===== config.mk =====
export PLATFORM = sky130hd
export DESIGN_NAME = iah_top
export DESIGN_NICKNAME = d
export VERILOG_FILES = /design/src/core/iah_pkg.sv /design/src/core/iah_evt_if.sv /design/src/core/iah_cluster.sv /design/src/core/iah_top.sv
export SDC_FILE = /design/constraint.sdc
export NUM_CORES = 2
export LEC_CHECK = 0
export BUFFER_PORTS_ARGS = -buffer_cell sky130_fd_sc_hd__buf_2
export CORE_MARGIN = 1
export CORE_UTILIZATION = 63
export DETAILED_ROUTE_END_ITERATION = 8
export GPL_ROUTABILITY_DRIVEN = 0
export PLACE_DENSITY = 0.8
export SLEW_MARGIN = 20
export SYNTH_ARGS = -nofsm -noshare
export SYNTH_HDL_FRONTEND = slang
export SYNTH_SLANG_ARGS = --single-unit

===== constraint.sdc =====
create_clock -name ref_clk -period 69.2 [get_ports ref_clk]
set_clock_uncertainty 0.05 [all_clocks]
set_input_delay 10.38 -clock ref_clk [delete_from_list [all_inputs] [get_ports ref_clk]]
set_output_delay 10.38 -clock ref_clk [all_outputs]
set_load 0.05 [all_outputs]

===== src/core/iah_pkg.sv =====
`default_nettype none

package iah_pkg;

    // ----------------------------------------------------------------
    // Widths and counts
    // ----------------------------------------------------------------
    localparam int NUM_DIRS = 2;
    localparam int NUM_BINS = 8;
    localparam int NUM_PROFILES = 2;
    localparam int IAT_W = 16;
    localparam int DIR_US = 0;
    localparam int DIR_DS = 1;

    // ----------------------------------------------------------------
    // Register byte offsets
    // ----------------------------------------------------------------
    localparam logic [7:0] CTRL_OFS = 8'h00;
    localparam logic [7:0] STATUS_OFS = 8'h04;
    localparam logic [7:0] CFG_BASE = 8'h10;
    localparam logic [7:0] CFG_END = 8'h1C;
    localparam logic [7:0] BIN_BASE = 8'h40;
    localparam logic [7:0] BIN_END = 8'h7C;

    // ----------------------------------------------------------------
    // Field positions
    // ----------------------------------------------------------------
    localparam int CTRL_THR_LSB = 0;
    localparam int CTRL_PROF_BIT = 8;
    localparam int STAT_REJ_BIT = 0;
    localparam int STAT_CLU_LSB = 1;
    localparam int CFG_OFF_LSB = 0;
    localparam int CFG_STEP_LSB = 12;
    localparam int CFG_GAP_LSB = 16;
    localparam int CFG_MODE_LSB = 24;
    localparam logic [31:0] CFG_MASK = 32'h037F_F1FF;

    // ----------------------------------------------------------------
    // Legal ranges
    // ----------------------------------------------------------------
    localparam logic [8:0] OFF_MIN = 9'h003;
    localparam logic [8:0] OFF_MAX = 9'h1FF;
    localparam logic [3:0] STEP_MAX = 4'h7;
    localparam logic [6:0] GAP_MAX = 7'h40;
    localparam logic [IAT_W-1:0] MID_BINS = 16'h0006;

    // ----------------------------------------------------------------
    // Reset values
    // ----------------------------------------------------------------
    localparam logic [31:0] CTRL_RST = 32'h0000_0000;
    localparam logic [31:0] CFG_RST = 32'h0000_0003;

endpackage : iah_pkg

`default_nettype wire


===== src/core/iah_evt_if.sv =====
`timescale 1ns/10ps
`default_nettype none

interface iah_evt_if;
    import iah_pkg::*;
    logic start;
    logic [IAT_W-1:0] iat;

    modport src (output start, output iat);
    modport dst (input start, input iat);
endinterface : iah_evt_if

`default_nettype wire


===== src/core/iah_cluster.sv =====
`timescale 1ns/10ps
`default_nettype none

module iah_cluster (
    input wire logic ref_clk, // Symbol-rate clock.
    input wire logic sys_rst, // Asynchronous reset, active high.
    input wire logic sym_valid, // One data symbol this cycle.
    input wire logic signed [7:0] sym_metric, // Impulse metric, 0.1 dB.
    input wire logic signed [7:0] threshold, // Degraded threshold.
    input wire logic [6:0] gap_limit, // Cluster gap limit.
    input wire logic [1:0] eq_mode, // Protection mode.
    output logic in_cluster, // A cluster is open.
    iah_evt_if.src ev // Cluster start events.
);
    import iah_pkg::*;

    typedef enum logic [1:0] {
        ST_IDLE = 2'b01,
        ST_OPEN = 2'b10
    } iah_clu_state_type;

    iah_clu_state_type state_reg, state_next;
    logic [6:0] gap_reg, gap_next;
    logic [IAT_W-1:0] since_reg, since_next;
    logic seen_reg, seen_next;
    logic start_reg, start_next;
    logic [IAT_W-1:0] iat_reg, iat_next;
    logic degraded;
    logic [6:0] eff_limit;
    logic [IAT_W-1:0] since_inc;

    assign degraded = sym_metric >= threshold;
    // Mode zero treats every burst as its own event.
    assign eff_limit = (eq_mode == 2'h0) ? 7'h00 : gap_limit;
    assign since_inc = (since_reg == {IAT_W{1'b1}}) ? since_reg
                                                    : since_reg + 1'b1;

    always_comb
    begin
        state_next = state_reg;
        gap_next = gap_reg;
        since_next = since_reg;
        seen_next = seen_reg;
        start_next = 1'b0;
        iat_next = iat_reg;
        if (sym_valid)
        begin
            since_next = since_inc;
            case (state_reg)
                ST_IDLE:
                begin
                    if (degraded)
                    begin
                        // The first cluster has no predecessor to measure.
                        start_next = seen_reg;
                        iat_next = since_inc;
                        since_next = '0;
                        seen_next = 1'b1;
                        gap_next = '0;
                        state_next = ST_OPEN;
                    end
                end
                ST_OPEN:
                begin
                    if (degraded)
                    begin
                        gap_next = '0;
                    end
                    else if (gap_reg >= eff_limit)
                    begin
                        state_next = ST_IDLE;
                    end
                    else
                    begin
                        gap_next = gap_reg + 1'b1;
                    end
                end
                default:
                begin
                    state_next = ST_IDLE;
                end
            endcase
        end
    end

    always_ff @(posedge ref_clk or posedge sys_rst)
    begin
        if (sys_rst)
        begin
            state_reg <= ST_IDLE;
            gap_reg <= '0;
            since_reg <= '0;
            seen_reg <= 1'b0;
            start_reg <= 1'b0;
            iat_reg <= '0;
        end
        else
        begin
            state_reg <= state_next;
            gap_reg <= gap_next;
            since_reg <= since_next;
            seen_reg <= seen_next;
            start_reg <= start_next;
            iat_reg <= iat_next;
        end
    end

    assign in_cluster = (state_reg == ST_OPEN);
    assign ev.start = start_reg;
    assign ev.iat = iat_reg;
endmodule : iah_cluster

`default_nettype wire


===== src/core/iah_top.sv =====
`timescale 1ns/10ps
`default_nettype none

// What this block does
// Offset writes accepted only from 3 to 511.
// Eight histogram bins per direction.
// Bins 1-6 cover consecutive power-of-two slices.
// Values below offset go to bin 0.
// Values past six slices go to bin 7.
// Step exponent writes accepted only 0 to 7.
// Threshold held in 0.1 dB, -12.8..+12.7.
// Lower threshold flags degraded symbols more often.
// Separate upstream/downstream settings per profile.
// Interval counts symbols between cluster starts.
// Cluster ends when gap exceeds limit 0..64.
// Bins are saturating counters cleared by reset.
// Classification and count take fixed cycles.

module iah_top #(
    parameter int CNT_W = 32 // Width of each histogram counter.
) (
    input wire logic ref_clk, // 250 MHz clock.
    input wire logic sys_rst, // Asynchronous reset, active high.
    input wire logic [7:0] avs_address, // Byte address, word aligned.
    input wire logic avs_read, // Read request.
    input wire logic avs_write, // Write request.
    input wire logic [31:0] avs_writedata, // Write data.
    output logic [31:0] avs_readdata, // Read data.
    output logic avs_waitrequest, // Stall, active high.
    input wire logic [iah_pkg::NUM_DIRS-1:0] sym_valid, // Symbol strobes.
    input wire logic [15:0] sym_metric // Two signed metrics, us low.
);
    import iah_pkg::*;

    // ----------------------------------------------------------------
    // Register state
    // ----------------------------------------------------------------
    logic [31:0] ctrl_reg, ctrl_next;
    logic rej_reg, rej_next;
    logic [31:0] cfg_reg [NUM_PROFILES][NUM_DIRS];
    logic [31:0] cfg_next [NUM_PROFILES][NUM_DIRS];
    logic [31:0] rdata_reg, rdata_next;
    logic wait_reg, wait_next;
    logic acc_done;
    logic [31:0] rd_mux;
    logic cfg_hit;
    logic cfg_p;
    logic cfg_d;
    logic wr_ok;

    // ----------------------------------------------------------------
    // Datapath state
    // ----------------------------------------------------------------
    logic [CNT_W-1:0] bin_reg [NUM_DIRS][NUM_BINS];
    logic [CNT_W-1:0] bin_next [NUM_DIRS][NUM_BINS];
    logic [NUM_DIRS-1:0] pend_reg, pend_next;
    logic [2:0] pbin_reg [NUM_DIRS];
    logic [2:0] pbin_next [NUM_DIRS];
    logic [31:0] act_cfg [NUM_DIRS];
    logic [NUM_DIRS-1:0] clu_open;
    logic [NUM_DIRS-1:0] ev_start;
    logic [IAT_W-1:0] ev_iat [NUM_DIRS];

    iah_evt_if ev [NUM_DIRS] ();

    function automatic logic cfg_valid(input logic [31:0] w);
        logic [8:0] off;
        logic [3:0] st;
        logic [6:0] gap;
        off = w[CFG_OFF_LSB +: 9];
        st = w[CFG_STEP_LSB +: 4];
        gap = w[CFG_GAP_LSB +: 7];
        return (off >= OFF_MIN) && (off <= OFF_MAX)
            && (st <= STEP_MAX)
            && (gap <= GAP_MAX);
    endfunction : cfg_valid

    function automatic logic [2:0] bin_of(input logic [IAT_W-1:0] iat,
                                          input logic [8:0] off,
                                          input logic [2:0] st);
        logic [IAT_W-1:0] off_w;
        logic [IAT_W-1:0] slot;
        off_w = {{(IAT_W-9){1'b0}}, off};
        slot = (iat - off_w) >> st;
        if (iat < off_w)
            return 3'h0;
        if (slot >= MID_BINS)
            return 3'h7;
        return slot[2:0] + 3'h1;
    endfunction : bin_of

    // ----------------------------------------------------------------
    // Cluster trackers, one per direction
    // ----------------------------------------------------------------
    for (genvar g = 0; g < NUM_DIRS; g++)
    begin : g_dir
        assign act_cfg[g] = cfg_reg[ctrl_reg[CTRL_PROF_BIT]][g];
        iah_cluster u_clu (
            .ref_clk(ref_clk),
            .sys_rst(sys_rst),
            .sym_valid(sym_valid[g]),
            .sym_metric(sym_metric[8*g +: 8]),
            .threshold(ctrl_reg[CTRL_THR_LSB +: 8]),
            .gap_limit(act_cfg[g][CFG_GAP_LSB +: 7]),
            .eq_mode(act_cfg[g][CFG_MODE_LSB +: 2]),
            .in_cluster(clu_open[g]),
            .ev(ev[g])
        );
        assign ev_start[g] = ev[g].start;
        assign ev_iat[g] = ev[g].iat;
    end

    // ----------------------------------------------------------------
    // Bus slave
    // ----------------------------------------------------------------
    // Every access waits exactly one cycle so read data can be registered.
    assign acc_done = (avs_read || avs_write) && !wait_reg;
    assign cfg_hit = (avs_address >= CFG_BASE) && (avs_address <= CFG_END);
    // Inside the config window the profile is the eight-byte pair index.
    assign cfg_p = avs_address[3];
    assign cfg_d = avs_address[2];
    assign wr_ok = cfg_valid(avs_writedata);

    always_comb
    begin
        rd_mux = 32'h0000_0000;
        if (avs_address[1:0] == 2'h0)
        begin
            if (avs_address == CTRL_OFS)
                rd_mux = ctrl_reg;
            else if (avs_address == STATUS_OFS)
                rd_mux = {29'h0, clu_open, rej_reg};
            else if (cfg_hit)
                rd_mux = cfg_reg[cfg_p][cfg_d];
            else if (avs_address >= BIN_BASE && avs_address <= BIN_END)
                rd_mux = 32'(bin_reg[avs_address[5]][avs_address[4:2]]);
        end
    end

    always_comb
    begin
        wait_next = !((avs_read || avs_write) && wait_reg);
        rdata_next = (avs_read && wait_reg) ? rd_mux : rdata_reg;
        ctrl_next = ctrl_reg;
        rej_next = rej_reg;
        cfg_next = cfg_reg;
        if (acc_done && avs_write)
        begin
            if (avs_address == CTRL_OFS)
                ctrl_next = avs_writedata & 32'h0000_01FF;
            else if (avs_address == STATUS_OFS
                     && avs_writedata[STAT_REJ_BIT])
                rej_next = 1'b0;
            else if (cfg_hit && avs_address[1:0] == 2'h0)
            begin
                if (wr_ok)
                    cfg_next[cfg_p][cfg_d] = avs_writedata & CFG_MASK;
                else
                    rej_next = 1'b1;
            end
        end
        // An out-of-range word at an unaligned config address is not stored but still sets the flag.
        if (acc_done && avs_write && cfg_hit && !wr_ok)
            rej_next = 1'b1;
    end

    always_ff @(posedge ref_clk or posedge sys_rst)
    begin
        if (sys_rst)
        begin
            ctrl_reg <= CTRL_RST;
            rej_reg <= 1'b0;
            rdata_reg <= 32'h0000_0000;
            wait_reg <= 1'b1;
            for (int p = 0; p < NUM_PROFILES; p++)
                for (int d = 0; d < NUM_DIRS; d++)
                    cfg_reg[p][d] <= CFG_RST;
        end
        else
        begin
            ctrl_reg <= ctrl_next;
            rej_reg <= rej_next;
            rdata_reg <= rdata_next;
            wait_reg <= wait_next;
            cfg_reg <= cfg_next;
        end
    end

    assign avs_readdata = rdata_reg;
    assign avs_waitrequest = wait_reg;

    // ----------------------------------------------------------------
    // Classifier and histogram
    // ----------------------------------------------------------------
    always_comb
    begin
        bin_next = bin_reg;
        for (int d = 0; d < NUM_DIRS; d++)
        begin
            pend_next[d] = ev_start[d];
            pbin_next[d] = bin_of(ev_iat[d],
                                  act_cfg[d][CFG_OFF_LSB +: 9],
                                  act_cfg[d][CFG_STEP_LSB +: 3]);
            if (pend_reg[d] && bin_reg[d][pbin_reg[d]] != {CNT_W{1'b1}})
                bin_next[d][pbin_reg[d]] =
                    bin_reg[d][pbin_reg[d]] + 1'b1;
        end
    end

    always_ff @(posedge ref_clk or posedge sys_rst)
    begin
        if (sys_rst)
        begin
            pend_reg <= '0;
            for (int d = 0; d < NUM_DIRS; d++)
            begin
                pbin_reg[d] <= 3'h0;
                for (int b = 0; b < NUM_BINS; b++)
                    bin_reg[d][b] <= '0;
            end
        end
        else
        begin
            pend_reg <= pend_next;
            pbin_reg <= pbin_next;
            bin_reg <= bin_next;
        end
    end

    // ----------------------------------------------------------------
    // Checks
    // ----------------------------------------------------------------
    logic [IAT_W-1:0] us_off;
    logic [IAT_W-1:0] us_span;
    assign us_off = {{(IAT_W-9){1'b0}}, act_cfg[0][CFG_OFF_LSB +: 9]};
    assign us_span = IAT_W'(1) << act_cfg[0][CFG_STEP_LSB +: 3];
endmodule : iah_top

`default_nettype wire


==> impl_results.md <==
- Stages on the worst setup path: 9
- Inserted Clock Buffers: 79
- Post-synthesis adder-cell area fraction: 1.90%
- Clock sinks: 737
- Post-Synth XOR/XNOR Area: 1.95%
- Core Footprint: 64,900 sq um
- Area fraction of the dominant cell type after synthesis: 43.6%
- # setup viols final: 0
- Routed Antenna Nets: 0
- Compound-gate portion of the synthesized area: 9.31%
- DR pass1 iterations: 9
- Relative max-transition margin: 19.7%
- Clk pwr share: 29.4%
- Leading cell types in the layout, fill and taps excluded: dfrtp_1, mux2_2, mux4_2
- Measured slew at the worst slew-check pin: 1200 ps
- Worst Setup Start Kind: primary input
- Hold Path End: pend_reg[1]$_DFF_PP0_
- Warnings, synthesis: 0
- CP cell instances: buf_6 > buf_4 > mux4_2 > nand2_1 > a21oi_1 > a21oi_1 > o22ai_1 > a31oi_1 > o21ai_0
- CTS tree: yes
- IO Pins: 95
- Seq/Total Area, Yosys: 44.3%
- Largest family of logic cells by synthesized area: multiplexers
- HP Start: g_dir[1].u_clu.ev.start$_DFF_PP0_
- Pwr/cell area: 32.8 nW/um^2
- Worst r2r src: pbin_reg[5]$_DFF_PP0_
- M1 GR Usage: 51.0%
- Die height: 259 um
- Detailed Route WL: 126,000 um
- Top cell by count, worst path: a21oi_1
- Number of flip-flops in the largest register: 512
- Int Power: 0.952 mW
- Post-CTS setup buffers: 0
- Critical Path Fanout Max: 72
- Busiest grt layer: met2
- Crit path DAT: 13,970 ps
- Asr flop ratio synth: 100%
- Footprint of the multi-input gates: 22,000 sq um
- Hold depth: 0
- Congestion Overflow GR: 0
- Total track usage: 38.2%
- DIE WIDTH: 259 um
- Leak: 20.6 nW
- Wire length per cell: 29.7 um
- DR iter-0 viols: 4,036
- Number of synthesized register bits: 737
- Syn nets: 3,433
- CTS root buffer: clkbuf_16
- Max_cap viols: 0
- Worst path top cell family by delay: buffers and inverters
- Reg area: 18,500 sq um
- Switching part of the total power: 36.0%
- FF-to-FF path depth: 11
- Combinational power share: 32.2%
- Initial Util: 64.2%
- Ys flop type: dfrtp_1
- Critical Path RT: 69,640 ps
- CTS max path bufs: 3
- Post-synth EDFFs: 0
- Share of cells above drive strength 1: 35.8%
- Top post-synthesis cells by area: dfrtp_1, mux2_2, mux4_2
- R2R setup slack: 62,230 ps
- RSZ-0062 raised after global routing: false
- Post-synth cell types: 84
- CP max-delay cell: buf_4
- Fin. max-slew vios: 0
- Antenna violations before repair: 0
- Dominant cell type by area after synthesis: dfrtp_1
- First-pass GRT wire length: 194,000 um
- Cts repair resizes: 0
- Synth Area in Simple Gates: 7.25%
- CTS hold repair buffers: 0
- ANT cells: 0
- Setup TNS: 0 ps
- Vias in the first global route: 31,643
- Via count: 30,996
- Layout Nets: 3,443
- Final clock period utilization by the worst path: 19.5%
- Sequential power share: 38.4%
- Buf/Inv on CP: 2
- Slowest stage delay, CP: 960 ps
- Largest net degree at the start of global routing: 156
- Cell area after synthesis: 41,700 sq um
- # rows: 93
- Mean post-synth cell area: 12.6 sq um
- Die ar.: 67,200 sq um
- Met2 Track Usage GR: 58.6%
- Min cycle time layout: 13,520 ps
- Area Overhead vs Synth: 8.91%
- Hold Vio Cnt, Final: 0
- CP Class: in -> reg
- Final Total Pwr: 1.49 mW
- Switch Pwr: 0.537 mW
- H-tree lvl count: 3
- Via-to-Cell Ratio: 7.31
- IO Port Bufs: 84
- Mux share of post-synthesis cell area: 32.0%
- Post-DP HPWL: 80,800 um
- Worst Hold Class: reg -> reg
- Residual DRC: 0
- Post-synthesis cell count: 3,309
- Met3 Track Usage GR: 9.57%
- Clock latency on the worst-skew pair: 640 ps
- Crit end category: register
- VDD IR max: 0.0233 mV
- FMAX: 74.0 MHz
- Fillers: 4,297
- Status: completed
- Most common cell after layout, fill and taps aside: dfrtp_1
- RR Endpoint: bin_reg[348]$_DFFE_PP0P_
- Worst-path clk slew: 60 ps
cell type report:
cell class / count / area share [%]
sequential: 737 / 40.7
tap: 855 / 2.36
timing repair buffer: 144 / 2.05
clock inverter: 26 / 0.678
multi-input combinational: 2276 / 48.4
clock buffer: 119 / 5.17
inverter: 81 / 0.686
kinds of logic (layout without fill, tap and decap cells):
group                      Yosys count  after routing
muxes                              972            972
DFF                                737            737
and+or+nand+nor                    599            599
AOI/OAI and AO/OA                  550            550
buffers and inverters              296            370
xor gates and xnor gates            93             93
adders and majority gates           62             62
worst register-to-register path: cells and delay by family (launching register included):
family                 cells  cell delay [ps]
and+or+nand+nor            5             4070
buffers and inverters      3             1500
AOI/OAI and AO/OA          2              510
muxes                      1              360
DFF                        1              340
Yosys cell counts (all sizes together) (10+ instances only):
cell type / n
o2bb2ai: 17
a32o: 11
nor3b: 11
xor2: 38
nand4: 13
mux2: 666
inv: 79
nor3: 42
nand2b: 26
o31ai: 10
a21oi: 91
dfrtp: 726
nand3b: 12
a221o: 22
dfstp: 11
a211oi: 13
nand3: 50
o22ai: 19
a221oi: 60
mux4: 222
o22a: 18
nor4: 20
o21ai: 121
a31oi: 20
and4: 10
a21o: 18
xnor2: 55
nand2: 180
ha: 60
and2: 17
buf: 125
a22o: 30
a22oi: 25
nor2: 118
clkbuf: 90
and3: 23
nor2b: 34
or3: 11
o21a: 11
mux2i: 84
through the flow:
stage	util (%)	instance area, sq um	worst slack [ps]	hold slack, ps	std cells
after CTS	69.9	45400	55750	313	4237
final	70.0	45400	55680	312	4238
after global routing	70.0	45400	55480	330	4238
after floorplan	-	41700	38110	281	3309
after detailed placement	65.8	42700	55110	286	4092
after global placement	65.8	42700	55190	295	4092
power by group through the flow:
stage / Sequential, mW / Clock (mW) / Combinational, mW
3_5_place_dp: 0.574 / 0 / 0.460
6_report: 0.571 / 0.439 / 0.479
2_1_floorplan: 0.540 / 0 / 0.350
5_1_grt: 0.578 / 0.456 / 0.506
3_3_place_gp: 0.568 / 0 / 0.440
4_1_cts: 0.568 / 0.439 / 0.465
worst max-delay path by stage:
| stage | slack, ps | to | startpoint |
|---|---|---|---|
| 5_1_grt | 55480 | avs_readdata[6]$_DFFE_PP0P_ | avs_address[5] |
| 6_report | 55680 | avs_readdata[6]$_DFFE_PP0P_ | avs_address[5] |
| 4_1_cts | 55750 | avs_readdata[6]$_DFFE_PP0P_ | avs_address[5] |
| 3_3_place_gp | 55190 | avs_readdata[6]$_DFFE_PP0P_ | avs_address[5] |
| 2_1_floorplan | 38110 | avs_readdata[0]$_DFFE_PP0P_ | sys_rst |
| 3_5_place_dp | 55110 | avs_readdata[6]$_DFFE_PP0P_ | avs_address[5] |
layer usage:
metal | vias up | wire length [um]
li1 | 12627 | -
met1 | 15820 | 46000
met2 | 2026 | 57600
met3 | 523 | 14800
met4 | 0 | 7370
met5 | - | 0
Note: power is estimated with default switching activity, not from simulation.
